File: src/rtl/interval_timer_pkg.sv
// Constants, field layouts and carrier types for the three-channel interval timer.
package interval_timer_pkg;

  localparam int NUM_COUNTERS = 3;
  localparam real OSC_MHZ = 14.318;
  localparam real COUNT_CLK_MHZ = 1.19;
  localparam int OSC_DIVIDE = $rtoi(OSC_MHZ / COUNT_CLK_MHZ);
  localparam logic [3:0] DIV_LAST = 4'(OSC_DIVIDE - 1);

  localparam logic [1:0] PORT_CONTROL = 2'h3;
  localparam logic [7:0] CONTROL_READ_VALUE = 8'h00;

  localparam int CW_BCD_BIT = 0;
  localparam int CW_MODE_LSB = 1;
  localparam int CW_FUNC_LSB = 4;
  localparam int CW_SEL_LSB = 6;
  localparam int RB_SEL_LSB = 1;
  localparam int RB_STATUS_BIT = 4;
  localparam int RB_COUNT_BIT = 5;

  localparam logic [1:0] FN_LATCH = 2'h0;
  localparam logic [1:0] FN_LOW = 2'h1;
  localparam logic [1:0] FN_HIGH = 2'h2;
  localparam logic [1:0] FN_BOTH = 2'h3;
  localparam logic [1:0] SEL_READBACK = 2'h3;

  localparam logic [2:0] MODE0 = 3'h0;
  localparam logic [2:0] MODE1 = 3'h1;
  localparam logic [2:0] MODE2 = 3'h2;
  localparam logic [2:0] MODE3 = 3'h3;
  localparam logic [2:0] MODE4 = 3'h4;
  localparam logic [2:0] MODE5 = 3'h5;

  typedef struct packed {
    logic wr;
    logic rd;
    logic [1:0] addr;
    logic [7:0] data;
  } io_req_t;

  // Status byte order: output level, new count pending, then control bits 5..0.
  typedef struct packed {
    logic [5:0] ctrl;
    logic [15:0] count;
    logic [15:0] reload;
    logic [15:0] latch;
    logic [7:0] status;
    logic latchVal;
    logic statVal;
    logic wrHi;
    logic rdHi;
    logic newPend;
    logic running;
    logic armed;
    logic outBit;
    logic gatePrev;
  } chan_t;

  localparam chan_t CHAN_RESET = '0;
  localparam logic [7:0] RD_RESET = 8'h00;

endpackage

File: src/rtl/three_channel_interval_timer.sv
// Three independent down-counters with control, latch, read-back and status ports.
// Summary of operation
// - Control word picks mode; counts accepted anytime.
// - Modes 0,1,4,5 wrap to FFFF or 9999.
// - Gate low holds count except mode 1.
// - Mode 0: out low on load, high sticky.
// - Modes 0,4: new count loads next tick.
// - Mode 1: gate rise reloads and starts.
// - Mode 1: out low on trigger, high at zero.
// - Mode 1: new count waits for gate rise.
// - Modes 2,3 auto reload; gate rise reloads.
// - Mode 2: one-tick low pulse at one.
// - Modes 2,3,5: new count at one (mode 5: zero) or rise.
// - Mode 3: high first half, low second.
// - Mode 3: gate low forces out high.
// - Modes 4,5: one-tick low strobe at zero.
// - Latch command freezes a readable snapshot.
// - Read-back bit5 clear latches every selected counter.
// - Read-back bit4 clear returns status next read.
// - Status: control bits, pending flag, output.
// - Control word field layout and functions.
// - Counters tick at oscillator divided by twelve.
// - Gates 0,1 high; gate 2 from pin.
module three_channel_interval_timer (
  input logic ref_clk,
  input logic rst_b,
  input logic clkEn,
  input interval_timer_pkg::io_req_t ioReq,
  output logic [7:0] ioRdData,
  input logic refOscIn,
  input logic counter2_gate_input,
  output logic [interval_timer_pkg::NUM_COUNTERS-1:0] counterOut
);
  import interval_timer_pkg::*;

  chan_t chanState_reg [NUM_COUNTERS];
  chan_t chanState_next [NUM_COUNTERS];
  logic [7:0] rdData_reg;
  logic [7:0] rdData_next;
  logic [2:0] oscSync_reg;
  logic [1:0] gateSync_reg;
  logic [3:0] div_reg;
  logic [3:0] div_next;

  function automatic logic [2:0] effMode(input logic [2:0] m);
    return (m[1]) ? {1'b0, m[1:0]} : m;
  endfunction

  // BCD borrow ripples nibble by nibble, so zero wraps to 9999.
  function automatic logic [15:0] decCount(input logic [15:0] v, input logic bcd);
    logic [15:0] r;
    logic borrow;
    r = v;
    borrow = 1'b1;
    if (!bcd)
    begin
      r = v - 16'h0001;
    end
    else
    begin
      for (int k = 0; k < 4; k++)
      begin
        if (borrow)
        begin
          if (r[k*4 +: 4] == 4'h0)
          begin
            r[k*4 +: 4] = 4'h9;
          end
          else
          begin
            r[k*4 +: 4] = r[k*4 +: 4] - 4'h1;
            borrow = 1'b0;
          end
        end
      end
    end
    return r;
  endfunction

  // The edge detector reads only the last two stages, so the first may settle safely.
  wire oscRise = oscSync_reg[1] & ~oscSync_reg[2];
  wire tick = oscRise & (div_reg == DIV_LAST);
  wire gate2Sync = gateSync_reg[1];
  wire counter0_gate_input = 1'b1;
  wire counter1_gate_input = 1'b1;
  wire [2:0] gateVec = {gate2Sync, counter1_gate_input, counter0_gate_input};
  wire ctrlWr = ioReq.wr & (ioReq.addr == PORT_CONTROL);
  wire rbWr = ctrlWr & (ioReq.data[CW_SEL_LSB +: 2] == SEL_READBACK);
  wire cwWr = ctrlWr & ~rbWr;
  wire [1:0] cwFunc = ioReq.data[CW_FUNC_LSB +: 2];

  assign div_next = !oscRise ? div_reg : (tick ? 4'h0 : div_reg + 4'h1);
  assign counterOut = {chanState_reg[2].outBit, chanState_reg[1].outBit,
    chanState_reg[0].outBit};
  assign ioRdData = rdData_reg;

  always_comb
  begin
    chan_t c;
    logic [2:0] mode;
    logic [15:0] view;
    logic gate;
    logic rise;
    logic done;
    logic loadNow;
    c = CHAN_RESET;
    mode = MODE0;
    view = 16'h0000;
    gate = 1'b0;
    rise = 1'b0;
    done = 1'b0;
    loadNow = 1'b0;
    rdData_next = CONTROL_READ_VALUE;
    for (int i = 0; i < NUM_COUNTERS; i++)
    begin
      c = chanState_reg[i];
      gate = gateVec[i];
      if (cwWr && ioReq.data[CW_SEL_LSB +: 2] == 2'(i))
      begin
        if (cwFunc == FN_LATCH)
        begin
          if (!c.latchVal)
          begin
            c.latch = c.count;
            c.latchVal = 1'b1;
          end
        end
        else
        begin
          c.ctrl = ioReq.data[5:0];
          c.wrHi = 1'b0;
          c.rdHi = 1'b0;
          c.latchVal = 1'b0;
          c.running = 1'b0;
          c.outBit = (effMode(ioReq.data[CW_MODE_LSB +: 3]) != MODE0);
        end
      end
      if (rbWr && ioReq.data[RB_SEL_LSB + i])
      begin
        if (!ioReq.data[RB_COUNT_BIT] && !c.latchVal)
        begin
          c.latch = c.count;
          c.latchVal = 1'b1;
        end
        if (!ioReq.data[RB_STATUS_BIT] && !c.statVal)
        begin
          c.status = {c.outBit, c.newPend, c.ctrl};
          c.statVal = 1'b1;
        end
      end
      mode = effMode(c.ctrl[CW_MODE_LSB +: 3]);
      done = 1'b0;
      if (ioReq.wr && ioReq.addr == 2'(i))
      begin
        case (c.ctrl[CW_FUNC_LSB +: 2])
          FN_LOW:
          begin
            c.reload = {8'h00, ioReq.data};
            done = 1'b1;
          end
          FN_HIGH:
          begin
            c.reload = {ioReq.data, 8'h00};
            done = 1'b1;
          end
          FN_BOTH:
          begin
            if (!c.wrHi)
            begin
              c.reload[7:0] = ioReq.data;
            end
            else
            begin
              c.reload[15:8] = ioReq.data;
              done = 1'b1;
            end
            c.wrHi = ~c.wrHi;
          end
          default: done = 1'b0;
        endcase
        if (done)
        begin
          c.newPend = 1'b1;
          if (mode == MODE0)
          begin
            c.outBit = 1'b0;
          end
        end
      end
      if (ioReq.rd && ioReq.addr == 2'(i))
      begin
        view = c.latchVal ? c.latch : c.count;
        if (c.statVal)
        begin
          rdData_next = c.status;
          c.statVal = 1'b0;
        end
        else if (c.ctrl[CW_FUNC_LSB +: 2] == FN_HIGH)
        begin
          rdData_next = view[15:8];
          c.latchVal = 1'b0;
        end
        else if (c.ctrl[CW_FUNC_LSB +: 2] == FN_BOTH && c.rdHi)
        begin
          rdData_next = view[15:8];
          c.latchVal = 1'b0;
          c.rdHi = 1'b0;
        end
        else
        begin
          rdData_next = view[7:0];
          c.rdHi = (c.ctrl[CW_FUNC_LSB +: 2] == FN_BOTH);
          c.latchVal = c.latchVal & c.rdHi;
        end
      end
      if (tick)
      begin
        rise = gate & ~c.gatePrev;
        c.gatePrev = gate;
        if (mode == MODE1)
        begin
          loadNow = rise;
        end
        else if (mode == MODE0 || mode == MODE4)
        begin
          loadNow = c.newPend;
        end
        else
        begin
          loadNow = (c.newPend && !c.running) || rise;
        end
        if (loadNow)
        begin
          c.count = c.reload;
          c.newPend = 1'b0;
          c.running = 1'b1;
          c.armed = 1'b1;
          c.outBit = !(mode == MODE0 || mode == MODE1);
        end
        else if (c.running && (gate || mode == MODE1))
        begin
          if (((mode == MODE2 || mode == MODE3) && c.count == 16'h0001)
            || (mode == MODE5 && c.newPend && c.count == 16'h0000))
          begin
            c.count = c.reload;
            c.newPend = 1'b0;
            c.armed = 1'b1;
          end
          else
          begin
            c.count = decCount(c.count, c.ctrl[CW_BCD_BIT]);
          end
          case (mode)
            MODE0, MODE1: c.outBit = c.outBit | (c.count == 16'h0000);
            MODE2: c.outBit = (c.count != 16'h0001);
            MODE3: c.outBit = (c.count > {1'b0, c.reload[15:1]});
            default:
            begin
              c.outBit = !(c.armed && c.count == 16'h0000);
              c.armed = c.armed & (c.count != 16'h0000);
            end
          endcase
        end
      end
      if (mode == MODE3 && !gate)
      begin
        c.outBit = 1'b1;
      end
      chanState_next[i] = c;
    end
  end

  always_ff @(posedge ref_clk)
  begin
    if (!rst_b)
    begin
      chanState_reg <= '{default: CHAN_RESET};
      rdData_reg <= RD_RESET;
      oscSync_reg <= 3'h0;
      gateSync_reg <= 2'h0;
      div_reg <= 4'h0;
    end
    else if (clkEn)
    begin
      chanState_reg <= chanState_next;
      oscSync_reg <= {oscSync_reg[1:0], refOscIn};
      gateSync_reg <= {gateSync_reg[0], counter2_gate_input};
      div_reg <= div_next;
      if (ioReq.rd)
      begin
        rdData_reg <= rdData_next;
      end
    end
  end

  // Checks other than a_tick_spacing watch counter 2, the only channel whose gate can be driven from outside.
  wire [2:0] modeC2 = effMode(chanState_reg[2].ctrl[CW_MODE_LSB +: 3]);
  wire idleC2 = clkEn & ~ioReq.wr & ~ioReq.rd;
  wire steadyGate = gate2Sync & chanState_reg[2].gatePrev;
endmodule // three_channel_interval_timer

File: config.mk
export PLATFORM = sky130hd
export DESIGN_NAME = three_channel_interval_timer
export DESIGN_NICKNAME = d
export VERILOG_FILES = /design/src/rtl/interval_timer_pkg.sv /design/src/rtl/three_channel_interval_timer.sv
export SDC_FILE = /design/constraint.sdc
export NUM_CORES = 1
export LEC_CHECK = 0
export BUFFER_PORTS_ARGS = -buffer_cell sky130_fd_sc_hd__buf_2
export CAP_MARGIN = 10
export CORE_ASPECT_RATIO = 0.7
export CORE_MARGIN = 4
export CORE_UTILIZATION = 55
export CTS_BUF_LIST = sky130_fd_sc_hd__clkbuf_4 sky130_fd_sc_hd__clkbuf_8
export CTS_CLUSTER_SIZE = 8
export DETAILED_ROUTE_END_ITERATION = 7
export PLACE_DENSITY_LB_ADDON = 0.25
export SYNTH_ARGS = -nofsm -noshare
export SYNTH_HDL_FRONTEND = slang
export SYNTH_SLANG_ARGS = --single-unit
File: constraint.sdc
create_clock -name ref_clk -period 20.9 [get_ports ref_clk]
set_input_delay 6.27 -clock ref_clk [delete_from_list [all_inputs] [get_ports ref_clk]]
set_output_delay 6.27 -clock ref_clk [all_outputs]
set_load 0.1 [all_outputs]
==> results of run 1 <==
stage by stage:
stage	setup WS, ns	std cells	utilization	hold slack [ns]	instance area, sq um
floorplan	9.87	2018	-	0.429	15700
global placement	8.91	2286	0.568	0.435	15900
detailed placement	8.93	2286	0.568	0.444	15900
CTS	9.51	2347	0.596	0.452	16600
global route	8.96	2348	0.596	0.471	16700
finish	9.32	2348	0.596	0.449	16700
routing by layer:
metal,vias to the layer above,share of wire,wire length (um)
li1,7363,-,-
met2,814,0.39,20300
met3,93,0.13,6780
met4,0,0.019,999
met1,7302,0.46,24000
met5,-,0,0
cell usage in the layout, fill, tap and decap left out, types with 8 or more instances in the layout:
cell type  Yosys  routed
nor3_1        60      60
a22oi_1       50      50
xnor2_1       17      17
and3_1        13      13
nor2_1       319     318
a211oi_1     127     127
o21ai_0      113     113
nand4_1       23      23
ha_1          69      69
nand2b_1      13      13
nor4_1        13      13
a31oi_1       21      21
clkbuf_8       0      46
or3_1         12      12
o31ai_1        9       8
inv_1         47      47
a21o_1        19      19
clkbuf_4       0      11
o21a_1        17      17
o21ai_1       12      12
mux4_2        24      24
nand2_1      168     168
nor2b_1       21      21
buf_2         27      26
buf_4          6      22
and2_1        26      26
mux2i_1       64      64
or2_2          9       9
o211ai_1      30      30
dfxtp_1      229     229
a21oi_1      137     136
nand3_1       21      21
worst max-delay path, cell delays in order:
cell and delay [ns]:
buf_2 0.25, nand4_1 0.43, nor2_1 0.26, nand2_1 0.09, a21boi_0 0.51, inv_1 0.17, ha_1 0.31, ha_1 0.19
nand2b_1 0.14, a21o_1 0.19, o211ai_1 0.17, a211o_1 0.54, o311a_1 0.26, a21oi_1 0.05, ha_1 0.35, a21oi_1 0.14
nor2_1 0.06, a2111oi_0 0.45, o21ai_0 0.22, o21ai_0 0.28, o311ai_1 0.18, o311ai_0 0.32, a21o_1 0.13, a21oi_1 0.05
power breakdown:
group	internal (mW)	leakage, nW	switching (mW)
logic	0.0496	3.62	0.113
clock network	0.229	0.403	0.189
registers	0.447	1.86	0.00761
total	0.725	5.88	0.310
final cells by class:
| type | instances | area [sq um] | area share |
|---|---|---|---|
| tap | 371 | 464 | 0.0279 |
| timing repair buffer | 49 | 310 | 0.0186 |
| sequential | 229 | 4580 | 0.275 |
| inverter | 49 | 189 | 0.0113 |
| clock inverter | 4 | 47.5 | 0.00285 |
| clock buffer | 57 | 716 | 0.0430 |
| multi-input combinational | 1589 | 10300 | 0.621 |
worst paths after layout:
check	startpoint	end	slack, ns	cells past startpoint
setup / recovery	ioReq[7]	counterOut[2]	9.32	24
hold / removal	chanState_reg[29]	chanState_reg[29]	0.45	2
hold reg to reg	chanState_reg[29]	chanState_reg[29]	0.45	2
setup reg to reg	chanState_reg[49]	counterOut[2]	15.75	18
cells by family (layout without fill, tap and decap cells):
family / Yosys count / in the layout / synth area share
flip-flops: 229 / 229 / 0.292
AO/OA/AOI/OAI: 657 / 657 / 0.284
XOR/XNOR: 20 / 20 / 0.0111
buffers and inverters: 200 / 159 / 0.0523
AND/OR/NAND/NOR: 748 / 748 / 0.226
adder cells (fa/ha/maj): 69 / 69 / 0.0549
multiplexers: 95 / 95 / 0.0803
==> results.json, run 1 <==
{
  "hold_path.class": "flip-flop to flip-flop",
  "global_route_wire_length_before_repair_um": 81000,
  "finalHoldViolations": 0,
  "ctsResizeCount": 0,
  "min_period_over_period": 0.554,
  "met1_usage": 0.506,
  "placementRows": 51,
  "synth_top_area_frac": 0.292,
  "yosysUniqueCellTypes": 103,
  "max_slew.worst_pin.slew_ns": 0.957,
  "cts-hold-fix-buffers": 0,
  "ys_ff_latch": 229,
  "remaining_drc_errors": 0,
  "crit_required_ns": 21.35,
  "cts-buffers-inserted": 38,
  "route.vias.total": 15572,
  "gr-usage-met3": 0.0912,
  "cellLeakagePower_nw": 5.88,
  "cts_root_buffer": "clkbuf_8",
  "tns_ns": 0,
  "drt-initial-drc-count": 2147,
  "number_of_enable_type_register_cells_in_the_synthesized_netlist": 0,
  "floorplan_die_area_sq_um": 31400,
  "fillCellCount": 2556,
  "net_count_after_synthesis": 2104,
  "cts_num_sinks": 229,
  "deepest_clock_path_buffer_count": 3,
  "power.ir.vdd_worst_v": 0.0000393,
  "worstPathMaxFanout": 13,
  "viasPerCell": 6.63,
  "die-width_um": 210,
  "routed_wirelength_um": 52100,
  "buffer_ports.inserted": 27,
  "max_fclk_ghz": 0.0863,
  "avgRoutedWirePerCell_um": 22.2,
  "outcome": "complete, no violations",
  "cap_violations": 0,
  "coreArea_sq_um": 27900,
  "postRouteAntennaNets": 0,
  "timing.critical_path.arrival_ns": 12.03,
  "finalSetupViolCount": 0,
  "grt_use_met2": 0.434,
  "first_global_vias": 13758,
  "gp_congestion": 0.984,
  "design_power_mw": 1.04,
  "dp_hpwl_um": 37800,
  "ios": 28,
  "postCtsSetupRepairBufs": 0,
  "critPathKind": "primary input to flip-flop",
  "kind_of_start_point_of_the_critical_path": "primary input",
  "post_synth_most_frequent_cells": "319 x nor2_1, 229 x dfxtp_1, 168 x nand2_1, 137 x a21oi_1, 127 x a211oi_1",
  "drtPass1Iterations": 6,
  "grt-ovfl-total": 0,
  "final_layout_size_suffix_gt1_frac": 0.0996,
  "yosysTopAreaCell": "dfxtp_1",
  "initial_antenna_violation_count": 0,
  "htreeDepth": 2,
  "worst_skew_pair.late_latency_ns": 0.57,
  "post_syn_instances": 2018,
  "grtUsageTotal": 0.323,
  "ys_flop_type": "dfxtp_1",
  "postSynthAreaPerCell_sq_um": 7.79,
  "yosysWarningCount": 0,
  "grt.busiest_layer": "met1",
  "clock_tree_from_tritoncts": "done",
  "worst_clock_skew_ns": 0.0205,
  "final_nets": 2042,
  "die_y_um": 149,
  "slew_viol_final": 0,
  "ys_top_cells_by_area": "dfxtp_1 29%, nor2_1 7.6%, a211oi_1 6.1%, ha_1 5.5%, a21oi_1 4.4%",
  "power.density_cell_area_nw_per_um2": 62.1,
  "largest_net_degree_at_the_start_of_global_routing": 94,
  "rsz0062_at_grt": "no",
  "synthesis_to_finish_area_growth_pct": 5.97,
  "timing.final.crit_period_ns": 11.58,
  "cell_area_after_technology_mapping_sq_um": 15700,
  "start_util": 0.562,
  "num_antenna_cells": 0,
  "clkTransAtPathRegs_ns": 0.06,
  "synthMostInstantiatedCell": "nor2_1",
  "relSlewSlack": 0.359,
  "synth-seq-area-share": 0.292,
  "setup.worst_path.end_class": "flip-flop",
  "largest_register_ff_count": 209,
  "async_reset_ff_frac": 0
}
Note: power is estimated with default switching activity, not from simulation.
==> inputs of run 2 (changes only) <==
- clock period: 20.9 -> 10.83 ns (I/O delays scaled with it)
==> results.json, run 2 (synthesized netlist as in run 1, its figures left out) <==
{
  "slew_viol_final": 0,
  "rsz0062_at_grt": "no",
  "route.vias.total": 15552,
  "global_route_wire_length_before_repair_um": 80300,
  "swShare": 0.299,
  "grtUsageTotal": 0.322,
  "relSlewSlack": 0.214,
  "crit_required_ns": 11.29,
  "cap_violations": 0,
  "outcome": "complete, no violations",
  "coreArea_sq_um": 27900,
  "power.switching_mw": 0.613,
  "critPathKind": "primary input to flip-flop",
  "placementRows": 51,
  "rr_worst_depth": 20,
  "max_fclk_ghz": 0.116,
  "stdcell_count": 2354,
  "floorplan_die_area_sq_um": 31400,
  "critical_path.startpoint": "ioReq[7]",
  "kind_of_start_point_of_the_critical_path": "primary input",
  "rr_startpoint": "chanState_reg[70]",
  "finalSetupViolCount": 0,
  "clock_tree_from_tritoncts": "done",
  "mostFrequentLayoutCells": "318 x nor2_1, 229 x dfxtp_1, 168 x nand2_1",
  "fin_area_sq_um": 16700,
  "layout_commonest_cell": "nor2_1",
  "internal_power_mw": 1.44,
  "r2r_path_end": "counterOut[2]",
  "worst-r2r-setup-slack_ns": 5.71,
  "tns_ns": 0,
  "seq_power_share": 0.427,
  "drt-initial-drc-count": 1928,
  "cellLeakagePower_nw": 5.91,
  "setup.worst_path.end_class": "flip-flop",
  "worst_hold_startpoint": "chanState_reg[19]",
  "comb_power_share": 0.152,
  "worst_clock_skew_ns": 0.0313,
  "dp_hpwl_um": 37500,
  "cts-buffers-inserted": 39,
  "die_y_um": 149,
  "worstPathMaxFanout": 13,
  "num_antenna_cells": 0,
  "largest_net_degree_at_the_start_of_global_routing": 107,
  "postRouteAntennaNets": 0,
  "postPlaceCellArea_sq_um": 15900,
  "drtPass1Iterations": 6,
  "min_period_over_period": 0.796,
  "timing.critical_path.to": "counterOut[2]",
  "remaining_drc_errors": 0,
  "routed_wirelength_um": 51800,
  "first_global_vias": 13867,
  "timing.final.crit_period_ns": 8.62,
  "avgRoutedWirePerCell_um": 22.0,
  "start_util": 0.562,
  "deepest_clock_path_buffer_count": 3,
  "final_nets": 2042,
  "placed_cells_incl_taps": 2286,
  "ios": 28,
  "synthesis_to_finish_area_growth_pct": 6.30,
  "buffer_ports.inserted": 27,
  "htreeDepth": 2,
  "initial_antenna_violation_count": 1,
  "fin_worst_hold_slack_ns": 0.448,
  "clock_power_share": 0.421,
  "cts-hold-fix-buffers": 0,
  "postCtsSetupRepairBufs": 0,
  "clkTransAtPathRegs_ns": 0.06,
  "hold_path.class": "flip-flop to flip-flop",
  "ctsResizeCount": 0,
  "power.ir.vdd_worst_v": 0.0000912,
  "max_slew.worst_pin.slew_ns": 1.18,
  "layout.core_utilization": 0.598,
  "worst_skew_pair.late_latency_ns": 0.58,
  "power.density_cell_area_nw_per_um2": 123,
  "cts_num_sinks": 229,
  "cts_root_buffer": "clkbuf_8",
  "gp_congestion": 0.981,
  "die-width_um": 210,
  "timing.critical_path.arrival_ns": 9.08,
  "viasPerCell": 6.61,
  "largest_register_ff_count": 209,
  "grt-ovfl-total": 0,
  "finalHoldViolations": 0,
  "final_layout_size_suffix_gt1_frac": 0.102
}
==> run 2: critical path: stages <==
cell and delay, ns:
buf_2 0.26, nand4_1 0.45, nor2_1 0.26, nand2_1 0.10, a21boi_0 0.55, inv_1 0.17, ha_1 0.30, ha_1 0.20
nand2b_1 0.15, a21o_1 0.19, o211ai_1 0.17, a211o_1 0.53, o311a_1 0.26, a21oi_1 0.05, ha_1 0.35, a21oi_1 0.15
nor2_1 0.06, a2111oi_0 0.47, o21ai_0 0.19, o21ai_0 0.27, o311ai_1 0.17, o311ai_0 0.31, a21o_1 0.13, a21oi_1 0.06
==> run 2: per-layer routing <==
| layer | GRT usage | wire, um |
|---|---|---|
| met1 | 0.496 | 24400 |
| met2 | 0.425 | 20000 |
| met5 | 0 | 13 |
| met3 | 0.104 | 6410 |
| met4 | 0.0815 | 1030 |
==> run 2: power by group through the flow <==
stage / clock (mW) / sequential [mW] / combinational [mW]
after floorplan: 0 / 0.902 / 0.212
after global placement: 0 / 0.894 / 0.299
after detailed placement: 0 / 0.894 / 0.301
after CTS: 0.872 / 0.876 / 0.303
after global routing: 0.911 / 0.878 / 0.339
final: 0.863 / 0.877 / 0.312
==> run 2: worst min path at each step <==
stage                        end  slack, ns  depth (start not counted)
5_1_grt        chanState_reg[26]       0.46                          2
6_report       chanState_reg[19]       0.45                          2
2_1_floorplan  chanState_reg[22]       0.43                          2
3_5_place_dp   chanState_reg[19]       0.44                          2
4_1_cts        chanState_reg[19]       0.45                          2
3_3_place_gp   chanState_reg[17]       0.44                          2
==> run 2: area by class of cell <==
cell class              instances  area (sq um)
clock buffers                  61           739
clock inverters                 7          91.3
fillers                      2561         11200
inverters                      49           189
multi-input cells            1589         10300
flip-flops and latches        229          4580
well taps                     371           464
repair buffers                 48           295
==> run 2: per-stage QoR <==
stage | power (mW) | setup slack [ns]
detailed placement | 1.20 | 1.74
global placement | 1.19 | 1.84
floorplan | 1.11 | 2.82
finish | 2.05 | 2.21
CTS | 2.05 | 2.29
global route | 2.13 | 1.72
